===== src/dhrs_pkg.sv =====
package dhrs_pkg;
  localparam int unsigned CLK_MHZ = 125;
  localparam int unsigned REJECT_US = 5;
  localparam int unsigned RESET_US = 9;
  localparam int unsigned HOST_MIN_LOW_US = 10;
  localparam int unsigned LOAD_START_MS = 5;
  localparam int unsigned CANCEL_SLEEP_IN_MS = 5;
  localparam int unsigned CANCEL_SLEEP_OUT_MS = 120;
  localparam int unsigned BLANK_MAX_MS = 120;
  // least times round up (spike bound), longest times round down
  localparam int unsigned REJECT_CYC = REJECT_US * CLK_MHZ;
  localparam int unsigned RESET_CYC = RESET_US * CLK_MHZ;
  localparam int unsigned MS_CYC = 1000 * CLK_MHZ;
  localparam int unsigned CANCEL_IN_CYC = CANCEL_SLEEP_IN_MS * MS_CYC;
  localparam int unsigned CANCEL_OUT_CYC = CANCEL_SLEEP_OUT_MS * MS_CYC;
  localparam int unsigned LOAD_START_CYC = LOAD_START_MS * MS_CYC;
  localparam int unsigned BLANK_CYC = BLANK_MAX_MS * MS_CYC;

  typedef enum logic [2:0] {
    DHRS_RUN = 3'b000,
    DHRS_BLANK = 3'b001,
    DHRS_HELD = 3'b010,
    DHRS_LOAD = 3'b011,
    DHRS_SETTLE = 3'b100
  } dhrs_state_t;

  typedef struct packed {
    logic busy;
    logic blank;
    logic load_active;
    logic ready;
  } dhrs_status_t;

  typedef struct packed {
    logic req;
    logic [7:0] addr;
  } dhrs_load_req_t;
endpackage


===== src/dhrs_sequencer.sv =====
`timescale 1ns/1ns
`default_nettype none
// Behaviour
// [RL1] reject lows under 5us, reset beyond 9us
// [RL2] glitches mid-reset neither end nor restart
// [RL3] reload stored settings within 5ms of release
// [RL4] sleep-in reset cancel done within 5ms
// [RL5] sleep-out reset cancel done within 120ms
// [RL6] blank display, then return to defaults
// [RL7] host waits 5ms before any command; after a sleep-in reset the command gate opens as soon as the load ends
// [RL8] host waits 120ms before sleep exit
module dhrs_sequencer #(
  parameter int unsigned REJECT_CYC = dhrs_pkg::REJECT_CYC,
  parameter int unsigned RESET_CYC = dhrs_pkg::RESET_CYC,
  parameter int unsigned CANCEL_IN_CYC = dhrs_pkg::CANCEL_IN_CYC,
  parameter int unsigned CANCEL_OUT_CYC = dhrs_pkg::CANCEL_OUT_CYC,
  parameter int unsigned BLANK_CYC = dhrs_pkg::BLANK_CYC,
  parameter int unsigned LOAD_WORDS = 16,
  parameter int unsigned CW = 28
) (
  input wire logic clk,
  input wire logic nrst,
  input wire logic hw_reset_in_n,
  input wire logic sleep_out_mode,
  input wire logic [7:0] settings_store_data,
  input wire logic settings_store_valid,
  output logic [7:0] settings_store_addr,
  output logic settings_store_req,
  output logic [7:0] reg_wdata,
  output logic [7:0] reg_waddr,
  output logic reg_we,
  output logic restore_defaults,
  output dhrs_pkg::dhrs_status_t status,
  output logic cmd_accept,
  output logic sleep_exit_accept
);
  // two flops so a release near the edge cannot split the state machine
  logic rst_s1;
  logic rst_s2;
  // reset sync
  always_ff @(posedge clk or negedge nrst) begin
    if (!nrst) begin
      rst_s1 <= 1'b0;
      rst_s2 <= 1'b0;
    end else begin
      rst_s1 <= 1'b1;
      rst_s2 <= rst_s1;
    end
  end
  wire logic rst_n = rst_s2;

  dhrs_pkg::dhrs_state_t state, next_state;
  logic [CW-1:0] low_cnt, next_low_cnt;
  logic [CW-1:0] high_cnt, next_high_cnt;
  logic [CW-1:0] tmr, next_tmr;
  logic was_sleep_out, next_was_sleep_out;
  logic in_reset, next_in_reset;
  logic [7:0] idx, next_idx;
  logic req, next_req;
  logic [7:0] wdata, next_wdata;
  logic [7:0] waddr, next_waddr;
  logic we, next_we;
  logic defaults, next_defaults;
  logic cmd_ok, next_cmd_ok;
  logic exit_ok, next_exit_ok;

  // counters stop at all ones so a long level cannot wrap into a short pulse
  function automatic logic [CW-1:0] sat_inc(input logic [CW-1:0] v);
    sat_inc = (&v) ? v : v + {{(CW-1){1'b0}}, 1'b1};
  endfunction

  // run length of one pin level, restarted whenever the pin leaves it
  function automatic logic [CW-1:0] run_len(
    input logic pin_level,
    input logic want,
    input logic [CW-1:0] v
  );
    run_len = (pin_level == want) ? sat_inc(v) : '0;
  endfunction

  // a count has reached its limit
  function automatic logic reached(input logic [CW-1:0] v, input int unsigned limit);
    reached = (v >= CW'(limit));
  endfunction

  logic start_hit;
  logic release_hit;

  // start and release exclude each other through in_reset
  always_comb begin
    start_hit = !in_reset && reached(low_cnt, REJECT_CYC);
    release_hit = in_reset && reached(high_cnt, REJECT_CYC);
  end

  always_comb begin
    next_state = state;
    next_low_cnt = run_len(hw_reset_in_n, 1'b0, low_cnt);
    next_high_cnt = run_len(hw_reset_in_n, 1'b1, high_cnt);
    next_tmr = sat_inc(tmr);
    next_was_sleep_out = was_sleep_out;
    next_in_reset = in_reset;
    next_idx = idx;
    next_req = 1'b0;
    next_wdata = wdata;
    next_waddr = waddr;
    next_we = 1'b0;
    next_defaults = 1'b0;
    next_cmd_ok = cmd_ok;
    next_exit_ok = exit_ok;
    // [RL1] low pulse qualifies
    if (start_hit) begin
      // gates close here and the state cases must not reopen them
      next_in_reset = 1'b1;
      next_was_sleep_out = sleep_out_mode;
      next_state = dhrs_pkg::DHRS_BLANK;
      next_tmr = '0;
      next_cmd_ok = 1'b0;
      next_exit_ok = 1'b0;
    end else if (release_hit) begin
      // [RL2] release needs a steady high
      next_in_reset = 1'b0;
      next_state = dhrs_pkg::DHRS_LOAD;
      next_idx = '0;
      // the pin rose REJECT_CYC cycles before release is seen
      next_tmr = CW'(REJECT_CYC);
      next_defaults = 1'b1;
    end else begin
      case (state)
        dhrs_pkg::DHRS_RUN: begin
          // [RL7] command gate
          if (reached(tmr, CANCEL_IN_CYC)) begin
            next_cmd_ok = 1'b1;
          end
          // [RL8] sleep exit gate
          if (reached(tmr, CANCEL_OUT_CYC)) begin
            next_exit_ok = 1'b1;
          end
        end
        dhrs_pkg::DHRS_BLANK: begin
          // [RL6] bounded blank sequence
          if (!was_sleep_out || reached(tmr, BLANK_CYC)) begin
            next_state = dhrs_pkg::DHRS_HELD;
          end
        end
        // left only when release_hit fires above
        dhrs_pkg::DHRS_HELD: next_state = dhrs_pkg::DHRS_HELD;
        dhrs_pkg::DHRS_LOAD: begin
          // [RL3] fetch store words
          // one word in flight; req drops the cycle a word lands
          next_req = 1'b1;
          if (settings_store_valid) begin
            next_wdata = settings_store_data;
            next_waddr = idx;
            next_we = 1'b1;
            next_req = 1'b0;
            next_idx = idx + 8'h01;
            if (idx == 8'(LOAD_WORDS - 1)) next_state = dhrs_pkg::DHRS_SETTLE;
          end
        end
        dhrs_pkg::DHRS_SETTLE: begin
          // [RL4] [RL5] done by cancel limit
          // after sleep-out the command gate waits for the timer
          next_state = dhrs_pkg::DHRS_RUN;
          next_cmd_ok = !was_sleep_out;
        end
        default: next_state = dhrs_pkg::DHRS_RUN;
      endcase
    end
  end

  // registers only; every decision lives in the block above
  always_ff @(posedge clk or negedge rst_n) begin
    if (!rst_n) begin
      state <= dhrs_pkg::DHRS_LOAD;
      low_cnt <= '0;
      high_cnt <= '0;
      tmr <= '0;
      was_sleep_out <= 1'b0;
      in_reset <= 1'b0;
      idx <= 8'h00;
      req <= 1'b0;
      wdata <= 8'h00;
      waddr <= 8'h00;
      we <= 1'b0;
      defaults <= 1'b0;
      cmd_ok <= 1'b0;
      exit_ok <= 1'b0;
    end else begin
      state <= next_state;
      low_cnt <= next_low_cnt;
      high_cnt <= next_high_cnt;
      tmr <= next_tmr;
      was_sleep_out <= next_was_sleep_out;
      in_reset <= next_in_reset;
      idx <= next_idx;
      req <= next_req;
      wdata <= next_wdata;
      waddr <= next_waddr;
      we <= next_we;
      defaults <= next_defaults;
      cmd_ok <= next_cmd_ok;
      exit_ok <= next_exit_ok;
    end
  end

  // data outputs come straight from flops
  assign settings_store_addr = idx;
  assign settings_store_req = req;
  assign reg_wdata = wdata;
  assign reg_waddr = waddr;
  assign reg_we = we;
  assign restore_defaults = defaults;
  // status decoded from registers in one place
  always_comb begin
    status = '0;
    status.busy = (state != dhrs_pkg::DHRS_RUN);
    status.blank = in_reset || state == dhrs_pkg::DHRS_BLANK || state == dhrs_pkg::DHRS_HELD;
    status.load_active = (state == dhrs_pkg::DHRS_LOAD);
    status.ready = cmd_ok;
  end
  assign cmd_accept = cmd_ok;
  assign sleep_exit_accept = exit_ok;
endmodule
`default_nettype wire


===== config.mk =====
export PLATFORM = sky130hd
export DESIGN_NAME = dhrs_sequencer
export DESIGN_NICKNAME = d
export VERILOG_FILES = /design/src/dhrs_pkg.sv /design/src/dhrs_sequencer.sv
export SDC_FILE = /design/constraint.sdc
export NUM_CORES = 1
export LEC_CHECK = 0
export BUFFER_PORTS_ARGS = -buffer_cell sky130_fd_sc_hd__buf_2
export CORE_MARGIN = 2
export CORE_UTILIZATION = 60
export CTS_CLUSTER_DIAMETER = 200
export DETAILED_ROUTE_END_ITERATION = 8
export PLACE_DENSITY = 0.89
export SETUP_SLACK_MARGIN = 0.15
export SYNTH_ARGS = -nofsm -noshare
export SYNTH_HDL_FRONTEND = slang
export SYNTH_SLANG_ARGS = --single-unit

===== constraint.sdc =====
create_clock -name clk -period 8.5 [get_ports clk]
set_input_delay 1.7 -clock clk [delete_from_list [all_inputs] [get_ports clk]]
set_output_delay 1.7 -clock clk [all_outputs]
set_load 0.03 [all_outputs]

==> metrics.cfg <==
[die]
floorplan.io_pins=46
rows=37
die_area_sq_um=11100
floorplan.die.width_um=105
initial_core_util_pct=61.0
core_area_sq_um=10100
die_y_um=105

[place]
detailedPlace.worstSlack_ns=5.15
dp_hpwl_um=8940
gpl.final_weighted_congestion=0.866
io_buffers=45

[global_route]
grt_util_all_layers_pct=27.5
grt_antenna_before_repair=0
gr-total-overflow=0
first_global_vias=5158
grt_start_max_net_pins=65
wire_length_of_the_first_global_routing_pass_um=24300

[logic_synthesis]
synth.net_count=657
postSynthRegisterBits=120
ys.flop_type=dfrtp_1
postSynth.asyncResetShare_pct=100
mappedNetlistArea_sq_um=6180
synth.yosys.warnings=0
post-synth-top-area-cell=dfrtp_1
synthesis.area_per_instance_sq_um=9.73
synth_edf_count=0
yosysSeqAreaShare_pct=48.6
synth.lib_cells_used.distinct=72
synthesized_instance_count=635
synth.top_cells.by_area=dfrtp_1 48%, nor2_1 6.1%, xor2_1 5.7%
synth_top_cell_area_share_pct=47.8

[sta]
finalHoldViolations=0
worst_slew_pin_slew_ns=1.15
final_max_slew_viol_count=0
relSlewSlack_pct=23.4
setup_viol=0
final.setup.worst_slack_ns=4.90
final_critical_path_share_of_the_clock_period_pct=42.4
max_clock_freq_mhz=278
rsz0062_at_grt=false
timing.clock.skew_ns=0.0106
period_needed_ns=3.60
tns_ns=0

[setup_path]
timing.setup.critical_path_class=reg -> out
critical_path_peak_fanout=5
cp.required_ns=6.80
crit_path_start_kind=flip-flop
worst_ep_arrival_time_ns=1.90
crit_path_capture_type=output port

[clock_tree]
cts-buffers-inserted=17
cts.root.buffer_cell=clkbuf_8
clk_latency_ns=0.54
cts_max_level=4
ctsHoldBuffers=0
cts_setup_buffers=0
cts_sinks=120
clk_pin_slew_worst_paths_ns=0.06
cts_tree=built
cts-root-to-sink-buffers=2
cts_resized=0

[final_layout]
diodes=0
synthToLayoutAreaGrowth_pct=15.1
layout.nets=705
utilization_pct=70.2
post_route_cells_drive_above_1_share_pct=16.4

[drt]
final_antenna_net_count=0
dr.pass1.iters=8
routedWlPerCell_um=17.4
first_iter_violations=506
vias_per_cell=6.21
routed_wirelength_um=14500
via_count=5167
drc=0

[power]
power.internal_mw=1.25
power.share.clock_pct=40.5
power_leakage_nw=3.16
max_vdd_drop_uv=219
combPwrFrac_pct=20.1
switching_share_of_power_pct=32.2
power.density_cell_area_nw_per_um2=260
seqPwrFrac_pct=39.4
finalPower_mw=1.85
power.switching_mw=0.595

[min_path]
hold_path.class=reg -> async

[outcome]
run_status=complete, no violations

[job]
timing.max_cap.violations=0

-- final cells by class --
cell class | count | area (sq um)
fillers | 686 | 3020
inverters | 17 | 66.3
clock buffers | 18 | 418
repair buffers | 46 | 233
flip-flops and latches | 120 | 3010
well taps | 136 | 170
multi-input cells | 481 | 3020
clock inverters | 14 | 200
-- power groups by stage --
stage	Clock (mW)	Sequential, mW	Combinational (mW)
floorplan	0	0.813	0.183
global placement	0	0.726	0.351
detailed placement	0	0.732	0.366
CTS	0.753	0.726	0.373
global route	0.782	0.737	0.399
finish	0.749	0.729	0.372
-- sequential cells by signal, summed over array words and instances (netlist names) --
name / flops
cmd_accept: 1
settings_store_req: 1
low_cnt: 28
rst_n: 1
restore_defaults: 1
tmr: 28
reg_waddr: 8
state: 3
was_sleep_out: 1
in_reset: 1
rst_s1: 1
high_cnt: 28
reg_we: 1
sleep_exit_accept: 1
settings_store_addr: 8
reg_wdata: 8
-- synthesized netlist by cell type, types with 3 or more instances --
master / n
a31oi_1: 5
dfrtp_1: 118
xnor2_1: 32
and2_1: 3
a22o_1: 3
o21ai_0: 12
nand4_1: 20
inv_1: 15
xor2_1: 40
or3_1: 6
buf_2: 6
mux2i_1: 5
nand3_1: 45
nor3b_1: 3
nor4_1: 16
a21oi_1: 10
nand2_1: 50
or4_1: 8
ha_1: 9
nor3_1: 22
and3_1: 19
clkbuf_1: 8
o21a_1: 3
nor2_1: 100
mux2_2: 15
and4_1: 4
nand3b_1: 3
-- worst max-delay path, cell delays in order (launching register included) --
cell and delay, ns:
dfstp_2 0.58, nand2_1 0.10, or2_2 0.33, inv_1 0.14
buf_2 0.22
-- cells in the final DEF, fill, tap and decap left out, types with 19 or more instances in the layout --
| cell type | Yosys | final |
|---|---|---|
| buf_2 | 6 | 45 |
| nor2_1 | 100 | 100 |
| xor2_1 | 40 | 40 |
| xnor2_1 | 32 | 32 |
| and3_1 | 19 | 19 |
| dfrtp_1 | 118 | 117 |
| nand2_1 | 50 | 50 |
| nand4_1 | 20 | 20 |
| nand3_1 | 45 | 45 |
| nor3_1 | 22 | 22 |
-- final timing paths --
kind	startpoint	end	slack, ns	cells past startpoint
max in group asynchronous	rst_n$_DFF_PN0_	low_cnt[5]$_DFFE_PN0P_	6.84	1
setup / recovery	state[0]$_DFFE_PN1P_	status[1]	4.90	4
min in group clk	rst_s1$_DFF_PN0_	rst_n$_DFF_PN0_	0.42	0
setup reg to reg	high_cnt[1]$_DFFE_PN0P_	reg_wdata[4]$_DFFE_PN0P_	5.35	7
hold / removal	rst_n$_DFF_PN0_	settings_store_addr[5]$_DFFE_PN0P_	0.39	0
hold reg to reg	rst_n$_DFF_PN0_	settings_store_addr[5]$_DFFE_PN0P_	0.39	0
-- through the flow --
| stage | instances | hold WS [ns] | cell area [sq um] |
|---|---|---|---|
| detailed placement | 800 | 0.337 | 6500 |
| global placement | 800 | 0.344 | 6500 |
| CTS | 832 | 0.406 | 7120 |
| finish | 832 | 0.394 | 7120 |
| floorplan | 635 | 0.331 | 6180 |
| global route | 832 | 0.416 | 7120 |
-- kinds of logic after synthesis --
kind of cell	count (synthesis)	share of synthesized area, %
and+or+nand+nor	319	26.1
DFF	120	48.6
xor gates and xnor gates	72	10.2
AOI/OAI and AO/OA	58	6.76
buffers and inverters	34	2.53
muxes	22	3.91
adders and majority gates	9	1.82
other	1	0.0607
-- routing by layer --
| layer | part of all wire, % | track usage (%) | wire [um] | vias up |
|---|---|---|---|---|
| met4 | 3.1 | 11.7 | 446 | 0 |
| li1 | - | - | - | 2340 |
| met1 | 39 | 32.9 | 5710 | 2547 |
| met5 | 0 | 0 | 0 | - |
| met2 | 52 | 46.9 | 7520 | 227 |
| met3 | 5.4 | 7.11 | 785 | 53 |
No activity file was read; power rests on OpenSTA's default activity.
